==> config.mk <==
export PLATFORM = sky130hd
export DESIGN_NAME = pew_host
export DESIGN_NICKNAME = d
export VERILOG_FILES = /design/src/logic/pew_pkg.sv /design/src/logic/pew_host.sv
export VERILOG_INCLUDE_DIRS = /design/src /design/src/logic
export SDC_FILE = /design/constraint.sdc
export NUM_CORES = 1
export LEC_CHECK = 0
export ABC_CLOCK_PERIOD_IN_PS = 2900
export BUFFER_PORTS_ARGS = -buffer_cell sky130_fd_sc_hd__buf_2
export CAP_MARGIN = 20
export CORE_ASPECT_RATIO = 1.25
export CORE_MARGIN = 3
export CORE_UTILIZATION = 35
export DETAILED_ROUTE_END_ITERATION = 8
export PLACE_DENSITY_LB_ADDON = 0.25
export SLEW_MARGIN = 5
export SYNTH_ARGS = -nofsm -noshare
export SYNTH_HDL_FRONTEND = slang
export SYNTH_SLANG_ARGS = --single-unit
export TNS_END_PERCENT = 20
==> constraint.sdc <==
create_clock -name MCLK_I -period 2.9 [get_ports MCLK_I]
set_input_delay 0.435 -clock MCLK_I [delete_from_list [all_inputs] [get_ports MCLK_I]]
set_output_delay 0.435 -clock MCLK_I [all_outputs]
set_load 0.01 [all_outputs]
==> src/logic/pew_defs.svh <==
`ifndef PEW_DEFS_SVH
`define PEW_DEFS_SVH
`define PEW_CLK_HZ        40000000
`define PEW_CLK_NS        25
`define PEW_STROBE_LOW_NS 100
`define PEW_STROBE_LOW_CYC ((`PEW_STROBE_LOW_NS + `PEW_CLK_NS - 1) / `PEW_CLK_NS)
`define PEW_READ_NS       150
`define PEW_READ_CYC      ((`PEW_READ_NS + `PEW_CLK_NS - 1) / `PEW_CLK_NS)
`define PEW_GAP_NS        100
`define PEW_GAP_CYC       ((`PEW_GAP_NS + `PEW_CLK_NS - 1) / `PEW_CLK_NS)
`define PEW_WINDOW_US     100
`define PEW_WINDOW_CYC    (`PEW_WINDOW_US * 40)
`define PEW_WRITE_MS      5
`define PEW_WRITE_CYC     (`PEW_WRITE_MS * 40000)
`define PEW_INIT_MS       10
`define PEW_INIT_CYC      (`PEW_INIT_MS * 40000)
`define PEW_CMD_ADDR_A    15'h5555
`define PEW_CMD_ADDR_B    15'h2aaa
`define PEW_CMD_DATA_A    8'haa
`define PEW_CMD_DATA_B    8'h55
`define PEW_CMD_LOCK      8'ha0
`define PEW_CMD_UNLOCK1   8'h80
`define PEW_CMD_UNLOCK2   8'h20
`endif

==> src/logic/pew_pkg.sv <==
package pew_pkg;
	typedef enum logic [1:0] {
		PEW_OP_READ,
		PEW_OP_WRITE,
		PEW_OP_LOCK,
		PEW_OP_UNLOCK
	} pew_op_t;
	typedef struct packed {
		pew_op_t     op;
		logic [14:0] byte_address;
		logic [7:0]  data;
		logic        last;
	} pew_req_t;
	typedef struct packed {
		logic       ok;
		logic [7:0] data;
	} pew_rsp_t;
endpackage : pew_pkg

==> src/logic/pew_host.sv <==
`timescale 1ns/10ps
`include "pew_defs.svh"
// What this block does
// - Write only with select, strobe low, gate high
// - Byte position from low address bits
// - Loads spaced 0.1 to 50 us
// - Strobe held high 100 us ends page
// - Locked device needs three-write prefix
// - Lock commands follow page timing
// - Six-write sequence clears the lock
module pew_host import pew_pkg::*; #(
	parameter int unsigned INIT_CYC   = `PEW_INIT_CYC,
	parameter int unsigned WINDOW_CYC = `PEW_WINDOW_CYC,
	parameter int unsigned WRITE_CYC  = `PEW_WRITE_CYC,
	parameter logic [14:0] CMD_ADDR_A = `PEW_CMD_ADDR_A,
	parameter logic [14:0] CMD_ADDR_B = `PEW_CMD_ADDR_B
) (
	input  wire logic        MCLK_I,
	input  wire logic        RST_I,
	input  wire logic        SUPPLY_GOOD_I,
	input  wire pew_req_t    REQ_I,
	input  wire logic        REQ_VALID_I,
	output logic             REQ_READY_O,
	output pew_rsp_t         RSP_O,
	output logic             RSP_VALID_O,
	output logic             LOCKED_O,
	output logic [14:0]      BYTE_ADDRESS_O,
	output logic [7:0]       DATA_BUS_O,
	output logic             DATA_BUS_OE_O,
	input  wire logic [7:0]  DATA_BUS_I,
	output logic             CHIP_SEL_N_O,
	output logic             OUT_GATE_N_O,
	output logic             WR_STROBE_N_O
);
	typedef enum logic [2:0] {
		ST_WAIT_POWER, ST_IDLE, ST_READ, ST_LOAD_LOW, ST_LOAD_HIGH, ST_PREFIX, ST_PROGRAM
	} pew_state_t;

	localparam int unsigned LOW_CYC  = `PEW_STROBE_LOW_CYC;
	localparam int unsigned READ_CYC = `PEW_READ_CYC;
	localparam int unsigned GAP_CYC  = `PEW_GAP_CYC;

	pew_state_t  state_ff;
	logic [31:0] cnt_ff;
	logic [2:0]  pre_idx_ff;
	logic [2:0]  pre_len_ff;
	pew_op_t     op_ff;
	logic [14:0] last_addr_ff;
	logic [7:0]  last_data_ff;
	logic        poll_prev_ff;
	logic        poll_first_ff;
	logic        last_ff;
	logic        locked_ff;
	logic        power_ok_ff;

	// Fixed command prefix entries, index 0..5
	function automatic logic [22:0] cmd_word(input logic [2:0] idx, input pew_op_t op);
		logic [7:0] third;
		third = (op == PEW_OP_UNLOCK) ? `PEW_CMD_UNLOCK1 : `PEW_CMD_LOCK;
		case (idx)
			3'h0: cmd_word = {CMD_ADDR_A, `PEW_CMD_DATA_A};
			3'h1: cmd_word = {CMD_ADDR_B, `PEW_CMD_DATA_B};
			3'h2: cmd_word = {CMD_ADDR_A, third};
			3'h3: cmd_word = {CMD_ADDR_A, `PEW_CMD_DATA_A};
			3'h4: cmd_word = {CMD_ADDR_B, `PEW_CMD_DATA_B};
			default: cmd_word = {CMD_ADDR_A, `PEW_CMD_UNLOCK2};
		endcase
	endfunction : cmd_word

	always_ff @(posedge MCLK_I) begin
		if (RST_I || !SUPPLY_GOOD_I) begin
			power_ok_ff <= 1'b0;
		end else if (state_ff == ST_WAIT_POWER && cnt_ff >= INIT_CYC - 1) begin
			power_ok_ff <= 1'b1;
		end
	end

	always_ff @(posedge MCLK_I) begin
		if (RST_I) begin
			state_ff       <= ST_WAIT_POWER;
			cnt_ff         <= 32'h0;
			pre_idx_ff     <= 3'h0;
			pre_len_ff     <= 3'h0;
			op_ff          <= PEW_OP_READ;
			last_addr_ff   <= 15'h0;
			last_data_ff   <= 8'h0;
			poll_prev_ff   <= 1'b0;
			poll_first_ff  <= 1'b1;
			last_ff        <= 1'b0;
			locked_ff      <= 1'b0;
			REQ_READY_O    <= 1'b0;
			RSP_O          <= '0;
			RSP_VALID_O    <= 1'b0;
			BYTE_ADDRESS_O <= 15'h0;
			DATA_BUS_O     <= 8'h0;
			DATA_BUS_OE_O  <= 1'b0;
			CHIP_SEL_N_O   <= 1'b1;
			OUT_GATE_N_O   <= 1'b1;
			WR_STROBE_N_O  <= 1'b1;
		end else begin
			RSP_VALID_O <= 1'b0;
			REQ_READY_O <= 1'b0;
			cnt_ff      <= cnt_ff + 32'h1;
			case (state_ff)
				ST_WAIT_POWER: begin
					if (!SUPPLY_GOOD_I) begin
						cnt_ff <= 32'h0;
					end else if (power_ok_ff) begin
						state_ff    <= ST_IDLE;
						REQ_READY_O <= 1'b1;
					end
				end
				ST_IDLE: begin
					REQ_READY_O <= 1'b1;
					if (!SUPPLY_GOOD_I) begin
						REQ_READY_O <= 1'b0;
						state_ff    <= ST_WAIT_POWER;
						cnt_ff      <= 32'h0;
					end else if (REQ_VALID_I && REQ_READY_O) begin
						REQ_READY_O    <= 1'b0;
						op_ff          <= REQ_I.op;
						last_ff        <= REQ_I.last;
						cnt_ff         <= 32'h0;
						BYTE_ADDRESS_O <= REQ_I.byte_address;
						DATA_BUS_O     <= REQ_I.data;
						if (REQ_I.op == PEW_OP_READ) begin
							CHIP_SEL_N_O <= 1'b0;
							OUT_GATE_N_O <= 1'b0;
							state_ff     <= ST_READ;
						end else if (REQ_I.op == PEW_OP_WRITE && !locked_ff) begin
							state_ff <= ST_LOAD_LOW;
						end else begin
							pre_idx_ff <= 3'h0;
							last_addr_ff <= REQ_I.byte_address;
							last_data_ff <= REQ_I.data;
							pre_len_ff <= (REQ_I.op == PEW_OP_UNLOCK) ? 3'h6 : 3'h3;
							{BYTE_ADDRESS_O, DATA_BUS_O} <= cmd_word(3'h0, REQ_I.op);
							state_ff   <= ST_PREFIX;
						end
					end
				end
				ST_READ: begin
					if (cnt_ff >= READ_CYC) begin
						CHIP_SEL_N_O <= 1'b1;
						OUT_GATE_N_O <= 1'b1;
						RSP_VALID_O  <= 1'b1;
						RSP_O        <= '{ok: 1'b1, data: DATA_BUS_I};
						state_ff     <= ST_IDLE;
					end
				end
				ST_PREFIX, ST_LOAD_LOW: begin
					OUT_GATE_N_O  <= 1'b1;
					CHIP_SEL_N_O  <= 1'b0;
					DATA_BUS_OE_O <= 1'b1;
					WR_STROBE_N_O <= 1'b0;
					if (cnt_ff >= LOW_CYC) begin
						WR_STROBE_N_O <= 1'b1;
						CHIP_SEL_N_O  <= 1'b1;
						cnt_ff        <= 32'h0;
						if (state_ff == ST_PREFIX) begin
							pre_idx_ff <= pre_idx_ff + 3'h1;
							if (pre_idx_ff + 3'h1 == pre_len_ff) begin
								if (op_ff == PEW_OP_UNLOCK) locked_ff <= 1'b0;
								else locked_ff <= 1'b1;
							end
						end
						state_ff <= ST_LOAD_HIGH;
					end
				end
				ST_LOAD_HIGH: begin
					DATA_BUS_OE_O <= 1'b0;
					if (state_ff == ST_LOAD_HIGH && pre_idx_ff < pre_len_ff && op_ff != PEW_OP_READ
						&& cnt_ff >= GAP_CYC) begin
						{BYTE_ADDRESS_O, DATA_BUS_O} <= cmd_word(pre_idx_ff, op_ff);
						cnt_ff   <= 32'h0;
						state_ff <= ST_PREFIX;
					end else if (pre_idx_ff == pre_len_ff && pre_len_ff != 3'h0
						&& op_ff == PEW_OP_WRITE && cnt_ff >= GAP_CYC) begin
						pre_len_ff <= 3'h0;
						BYTE_ADDRESS_O <= last_addr_ff;
						DATA_BUS_O     <= last_data_ff;
						cnt_ff     <= 32'h0;
						state_ff   <= ST_LOAD_LOW;
					end else if (op_ff == PEW_OP_WRITE && !last_ff && pre_len_ff == 3'h0) begin
						REQ_READY_O <= (cnt_ff >= GAP_CYC - 1);
						if (REQ_VALID_I && REQ_READY_O && REQ_I.op == PEW_OP_WRITE) begin
							REQ_READY_O    <= 1'b0;
							BYTE_ADDRESS_O <= REQ_I.byte_address;
							DATA_BUS_O     <= REQ_I.data;
							last_ff        <= REQ_I.last;
							cnt_ff         <= 32'h0;
							state_ff       <= ST_LOAD_LOW;
						end else if (cnt_ff >= WINDOW_CYC / 2) begin
							REQ_READY_O <= 1'b0;
							last_ff     <= 1'b1;
						end
					end else if (cnt_ff >= WINDOW_CYC) begin
						last_addr_ff  <= BYTE_ADDRESS_O;
						last_data_ff  <= DATA_BUS_O;
						poll_first_ff <= 1'b1;
						pre_len_ff    <= 3'h0;
						cnt_ff        <= 32'h0;
						state_ff      <= ST_PROGRAM;
					end
				end
				ST_PROGRAM: begin
					// no loads; poll by toggle and inverted bit 7
					BYTE_ADDRESS_O <= last_addr_ff;
					if (cnt_ff[2:0] == 3'h0) begin
						CHIP_SEL_N_O <= 1'b0;
						OUT_GATE_N_O <= 1'b0;
					end else if (cnt_ff[2:0] == 3'(READ_CYC + 1)) begin
						CHIP_SEL_N_O  <= 1'b1;
						OUT_GATE_N_O  <= 1'b1;
						poll_prev_ff  <= DATA_BUS_I[6];
						poll_first_ff <= 1'b0;
						if ((!poll_first_ff && DATA_BUS_I[6] == poll_prev_ff
							&& DATA_BUS_I[7] == last_data_ff[7])
							|| cnt_ff >= WRITE_CYC) begin
							RSP_VALID_O <= 1'b1;
							RSP_O       <= '{ok: (cnt_ff < WRITE_CYC), data: DATA_BUS_I};
							state_ff    <= ST_IDLE;
						end
					end
				end
				default: state_ff <= ST_IDLE;
			endcase
		end
	end

	always_ff @(posedge MCLK_I) begin
		if (RST_I) begin
			LOCKED_O <= 1'b0;
		end else begin
			LOCKED_O <= locked_ff;
		end
	end
endmodule : pew_host

# Word-level counts from Yosys, hierarchy flattened
# Cells that the tools add are included.
word_totals:
  latchBits: 0
  mem_bits_ro: 0
  memories: 0
  ramBits: 0
  reg_bits: 110
  output_inout_bits: 39
classes:
  n_shift: 0
  magnitude_cmp: 9
  n_eq_ne: 46
  mul: 0
  add_sub_neg: 2
  n_bitwise: 1
  mux: 128
  div_mod_pow: 0
  n_reduce_logical: 50
ops:
  columns: ["cell", "n"]
  rows:
  - ["32-bit two-way mux", 9]
  - ["15-bit two-way mux", 16]
  - ["8-bit two-way mux", 16]
  - ["32-bit one-hot mux with 4 select lines", 1]
  - ["3-bit two-way mux", 31]
  - ["23-bit one-hot mux with 3 select lines", 1]
  - ["32-bit by 3-bit greater-or-equal comparator with 1-bit output, second input constant", 2]
  - ["15-bit one-hot mux with 3 select lines", 1]
  - ["9-bit two-way mux", 4]
  - ["1-bit two-way mux", 34]
  - ["32-bit by 1-bit adder with 32-bit output, second input constant", 1]
  - ["32-bit by 11-bit greater-or-equal comparator with 1-bit output, second input constant", 1]
  - ["32-bit by 12-bit greater-or-equal comparator with 1-bit output, second input constant", 1]
  - ["32-bit by 18-bit greater-or-equal comparator with 1-bit output, second input constant", 1]
  - ["32-bit by 19-bit greater-or-equal comparator with 1-bit output, second input constant", 1]
  - ["32-bit by 2-bit greater-or-equal comparator with 1-bit output, second input constant", 1]
  - ["32-bit by 18-bit < comparator with 1-bit output, second input constant", 1]
  - ["2-bit inequality test, second input constant", 16]
  - ["8-bit one-hot mux with 2 select lines", 2]
  - ["15-bit one-hot mux with 2 select lines", 1]
  - ["7-bit AND reduction", 3]
  - ["3-bit one-hot mux with 6 select lines", 1]
  - ["9-bit one-hot mux with 2 select lines", 1]
  - ["3-bit == test, second input constant", 5]
  - ["36 further kinds", 85]

# Logic depth before layout (Yosys ltp)
logic_depth:
  word_depth: 8
  ltp_mapped: 10

# Least setup slack after synthesis
# Ideal clock, no wire load.
synth_timing:
  kind: "register to register"
  from: "register state_ff[1]"
  to: "register BYTE_ADDRESS_O[0]"
  path_buffers: 4
  path_stages_with_launch: 11
  t_arrival_ns: 2.548
  setup_slack_ns: 0.225
  path_cell_list: "dfxtp_1 > buf_6 > or3b_1 > buf_2 > or3_4 > or2_1 > buf_6 > or4_4 > buf_6 > a21oi_2 > o41ai_2"
synth_between:
  elab_chain_cells: 6
synth_rtl:
  columns: ["element", "line_no", "text"]
  rows:
  - ["from (decl)", "pew_host.sv:43", "pew_state_t state_ff;"]
  - ["from (signal assigned)", "pew_host.sv:80", "state_ff <= ST_WAIT_POWER;"]
  - ["from (signal assigned)", "pew_host.sv:109", "state_ff <= ST_IDLE;"]
  - ["from (signal assigned)", "pew_host.sv:117", "state_ff <= ST_WAIT_POWER;"]
  - ["3-bit == test", "pew_host.sv:104, pew_host.sv:172", null]
  - ["1-bit logical AND (2 in a row)", "pew_host.sv:172", "if (state_ff == ST_LOAD_HIGH && pre_idx_ff < pre_len_ff && op_ff != PEW_OP_READ"]
  - ["1-bit logical AND", "pew_host.sv:173", "&& cnt_ff >= GAP_CYC) begin"]
  - ["4-bit by 1-bit inequality test with 1-bit output (no source line) / 15-bit two-way mux (equally long branches)", null, null]
  - ["5-bit AND reduction (no source line) / 15-bit one-hot mux with 3 select lines (equally long branches)", null, null]
  - ["to (signal assigned)", "pew_host.sv:174", "{BYTE_ADDRESS_O, DATA_BUS_O} <= cmd_word(pre_idx_ff, op_ff);"]
  - ["to (signal assigned)", "pew_host.sv:180", "BYTE_ADDRESS_O <= last_addr_ff;"]
  - ["to (signal assigned)", "pew_host.sv:188", "BYTE_ADDRESS_O <= REQ_I.byte_address;"]
  - ["to (decl)", "pew_host.sv:27", "output logic [14:0] BYTE_ADDRESS_O,"]
# Several ways; a longest one is shown, not always the timed one.
# A chain may end at the register's enable or synchronous reset.

# Worst setup path in the final report
layout_timing:
  from: "register state_ff[1]"
  to: "register last_addr_ff[14]"
layout_between:
  elab_chain_cells: 6
layout_rtl:
  columns: ["element", "line_no", "text"]
  rows:
  - ["3-bit == test", "pew_host.sv:104, pew_host.sv:172", null]
  - ["1-bit logical AND (2 in a row)", "pew_host.sv:172", null]
  - ["1-bit logical AND", "pew_host.sv:173", null]
  - ["2-bit inequality test (no source line)", null, null]
  - ["9-bit AND reduction (no source line)", null, null]
  - ["to (signal assigned)", "pew_host.sv:134", "last_addr_ff <= REQ_I.byte_address;"]
  - ["to (decl)", "pew_host.sv:48", "logic [14:0] last_addr_ff;"]
# Several ways; a longest one is shown, not always the timed one.

==> summary.md <==
| Metric | Value |
|---|---|
| Status | finished, final reports clean |
| H-tree depth | 3 |
| Min-delay worst type | primary input to register |
| Multi-input logic area | 3850 um^2 |
| Initial DRC Count | 332 |
| ANT cells | 0 |
| Sum of negative setup slack | 0 ns |
| Post-synth EDFFs | 0 |
| Worst-path maximum fanout | 23 |
| Final setup fails | 0 |
| YS warnings | 0 |
| Die height | 157 um |
| Number of max-cap violations | 0 |
| Clk buf depth | 2 |
| Worst slack, placed | 0.242 ns |
| Synth Area in Compound Gates | 23.5% |
| CTS tree | built |
| Clock Latency Late Sink | 0.36 ns |
| Worst hold start | DATA_BUS_I[0] |
| Switching part of the total power | 36.0% |
| Num CTS Buffers | 9 |
| CTS root buffer | clkbuf_16 |
| Net Sw Power | 1740 uW |
| Via count | 6069 |
| Part of the power in registers | 39.5% |
| Power, Total | 4840 uW |
| First-pass GRT wire length | 30.6 mm |
| Sequential cell area fraction in the yosys report | 34.6% |
| Mapped Cells | 797 |
| Setup crit start kind | register |
| Synth Area in XOR/XNOR | 4.67% |
| Comb power frac | 34.6% |
| Share of layout cells above drive strength 1 | 20.3% |
| Final Non-Filler Cells | 1088 |
| Worst Path Arrival | 2.91 ns |
| Largest family of logic cells by synthesized area | simple AND/OR/NAND/NOR gates |
| Residual DRC | 0 |
| Post-layout min period | 2.66 ns |
| R2r setup slk | 0.24 ns |
| Antenna violations before repair | 0 |
| Worst Setup SP | state_ff[1]$_SDFFE_PP0P_ |
| Core Area | 17600 um^2 |
| Primary FF master, synth | dfxtp_1 |
| Worst IR Drop VDD | 283 uV |
| Clk pwr share | 25.9% |
| Die width | 127 um |
| Post-DP HPWL | 13.6 mm |
| Initial Util | 36.1% |
| Critical Path Max Stage Delay | 0.41 ns |
| Layout area overhead | 15.8% |
| Pwr per Cell Area | 656 nW/um^2 |
| Cell Chain, Critical Path | or3b_1 -> or3_4 -> or2_1 -> o21ai_2 -> a21o_1 -> buf_12 -> mux2_2 |
| Largest net degree at the start of global routing | 69 |
| Most common library cell in the layout ignoring fill and taps | dfxtp_1 |
| Post-Synth Simple-Gate Area | 24.5% |
| Worst path slowest cell | or3_4 |
| Synthesized flop and latch total | 110 |
| Critical Path RT | 3.15 ns |
| Global Route Usage Sum | 19.1% |
| Vias in the first global route | 5841 |
| Layout Nets | 910 |
| Least-Margin Pin Slew | 0.830 ns |
| Final Max Slew Viols | 0 |
| Critical Path End Type | register |
| DP Cell Count | 1072 |
| Post-synth net total | 847 |
| Core Rows | 54 |
| ANT nets after route | 0 |
| Max Freq | 0.376 GHz |
| Post-CTS Setup Repair Bufs | 0 |
| RSZ-0062 raised after global routing | no |
| P_int | 3100 uW |
| Routed WL | 18.9 mm |
| Commonest non-fill, non-tap cells in the layout | dfxtp_1, nand2_1, buf_2 |
| Synth Area per Inst | 8.00 um^2 |
| GP Congestion | 0.841 |
| Via density | 5.58 |
| Design area | 7380 um^2 |
| Register area | 2200 um^2 |
| Crit Path Class | register to register |
| Die area | 19900 um^2 |
| Clock sink total | 110 |
| Post-Syn Area | 6370 um^2 |
| Mux cell area share after synthesis | 5.03% |
| Fill count | 1840 |
| Leak | 0.00283 uW |
| Top Ports | 77 |
| Fin crit share | 91.7% |
| Cell Area, Placed | 7080 um^2 |
| GR Overflow Total | 0 |
| Final Hold Vio Count | 0 |
| Reg2reg start | state_ff[1]$_SDFFE_PP0P_ |
| Worst Skew | 0.00690 ns |
| Yosys cell types | 70 |
| Post-synthesis adder-cell area fraction | 2.36% |
| Setup ws final | 0.242 ns |
| DR WL/cell | 17.4 um |
| Slew margin rel. | 44.3% |
| PortBufs | 76 |
| Asr flop ratio synth | 0% |
| First-pass DRT Iterations | 5 |
| Worst-path clk slew | 0.07 ns |
-- power by group through the flow --
stage          Sequential, uW  Combinational (uW)  Clock [uW]
6_report                 1910                1680        1250
5_1_grt                  1940                1840        1340
3_5_place_dp             1950                1670           0
2_1_floorplan            1970                1050           0
3_3_place_gp             1940                1660           0
4_1_cts                  1910                1680        1300
-- routing by layer --
| layer | vias up | global-route usage, % | wire length, um |
|---|---|---|---|
| li1 | 3017 | - | - |
| met4 | 0 | 6.75 | 433 |
| met5 | - | 0 | 0 |
| met3 | 28 | 3.55 | 1010 |
| met1 | 2859 | 24.1 | 8420 |
| met2 | 165 | 32.5 | 9030 |
-- Yosys cell counts (17+ instances only) --
library cell,number,area share (%)
nor2_1,71,4.2
nor2b_1,30,2.9
nand3_1,27,2.1
dfxtp_1,110,35
inv_1,23,1.4
a21oi_1,66,5.2
nor4_1,17,1.7
nor3_1,27,2.1
nand2_1,89,5.2
xor2_1,19,2.6
clkbuf_1,36,2.1
mux2_2,24,4.2
o21ai_0,31,2.4
-- sequential cells by signal, summed over array words and instances, names as in the netlist, 2 cells and up --
signal          count
BYTE_ADDRESS_O     15
DATA_BUS_O          8
RSP_O               9
cnt_ff             32
last_addr_ff       15
last_data_ff        8
op_ff               2
pre_idx_ff          3
pre_len_ff          3
state_ff            3
-- path summary, 6_finish.rpt --
check | end | cells after the start
setup / recovery | last_addr_ff[14]$_SDFFE_PP0P_ | 7
hold / removal | RSP_O[0]$_SDFFE_PP0P_ | 3
setup reg to reg | last_addr_ff[14]$_SDFFE_PP0P_ | 7
hold reg to reg | RSP_O[1]$_SDFFE_PP0P_ | 2
-- stage by stage --
step	util, %	hold slack (ns)
finish	41.9	0.336
CTS	41.8	0.320
global route	41.9	0.349
detailed placement	40.1	0.456
global placement	40.1	0.440
floorplan	-	0.430
-- logic make-up after synthesis --
group | count (synthesis)
compound gates | 213
simple gates | 319
flops | 110
buf+inv | 80
xor+xnor | 34
fa+ha+maj | 12
mux | 29
-- what timing repair did --
| action | in CTS | in global routing |
|---|---|---|
| hold buffers | 0 | 0 |
| gates resized for setup | 0 | 2 |
| setup endpoints to repair | 0 | 1 |
-- critical path, delay by kind of cell (launching register included) --
kind / cells / cell delay (ns)
and+or+nand+nor: 3 / 1.19
AOI/OAI and AO/OA: 2 / 0.47
muxes: 1 / 0.35
DFF: 1 / 0.31
buffers and inverters: 1 / 0.20
-- area by class of cell --
class / count / share of cell area, %
clock buffer: 12 / 3.34
clock inverter: 3 / 0.593
inverter: 23 / 1.17
multi-input combinational: 607 / 52.1
sequential: 110 / 29.8
tap: 224 / 3.80
timing repair buffer: 109 / 9.15
Power figures use the tool's default switching activity.
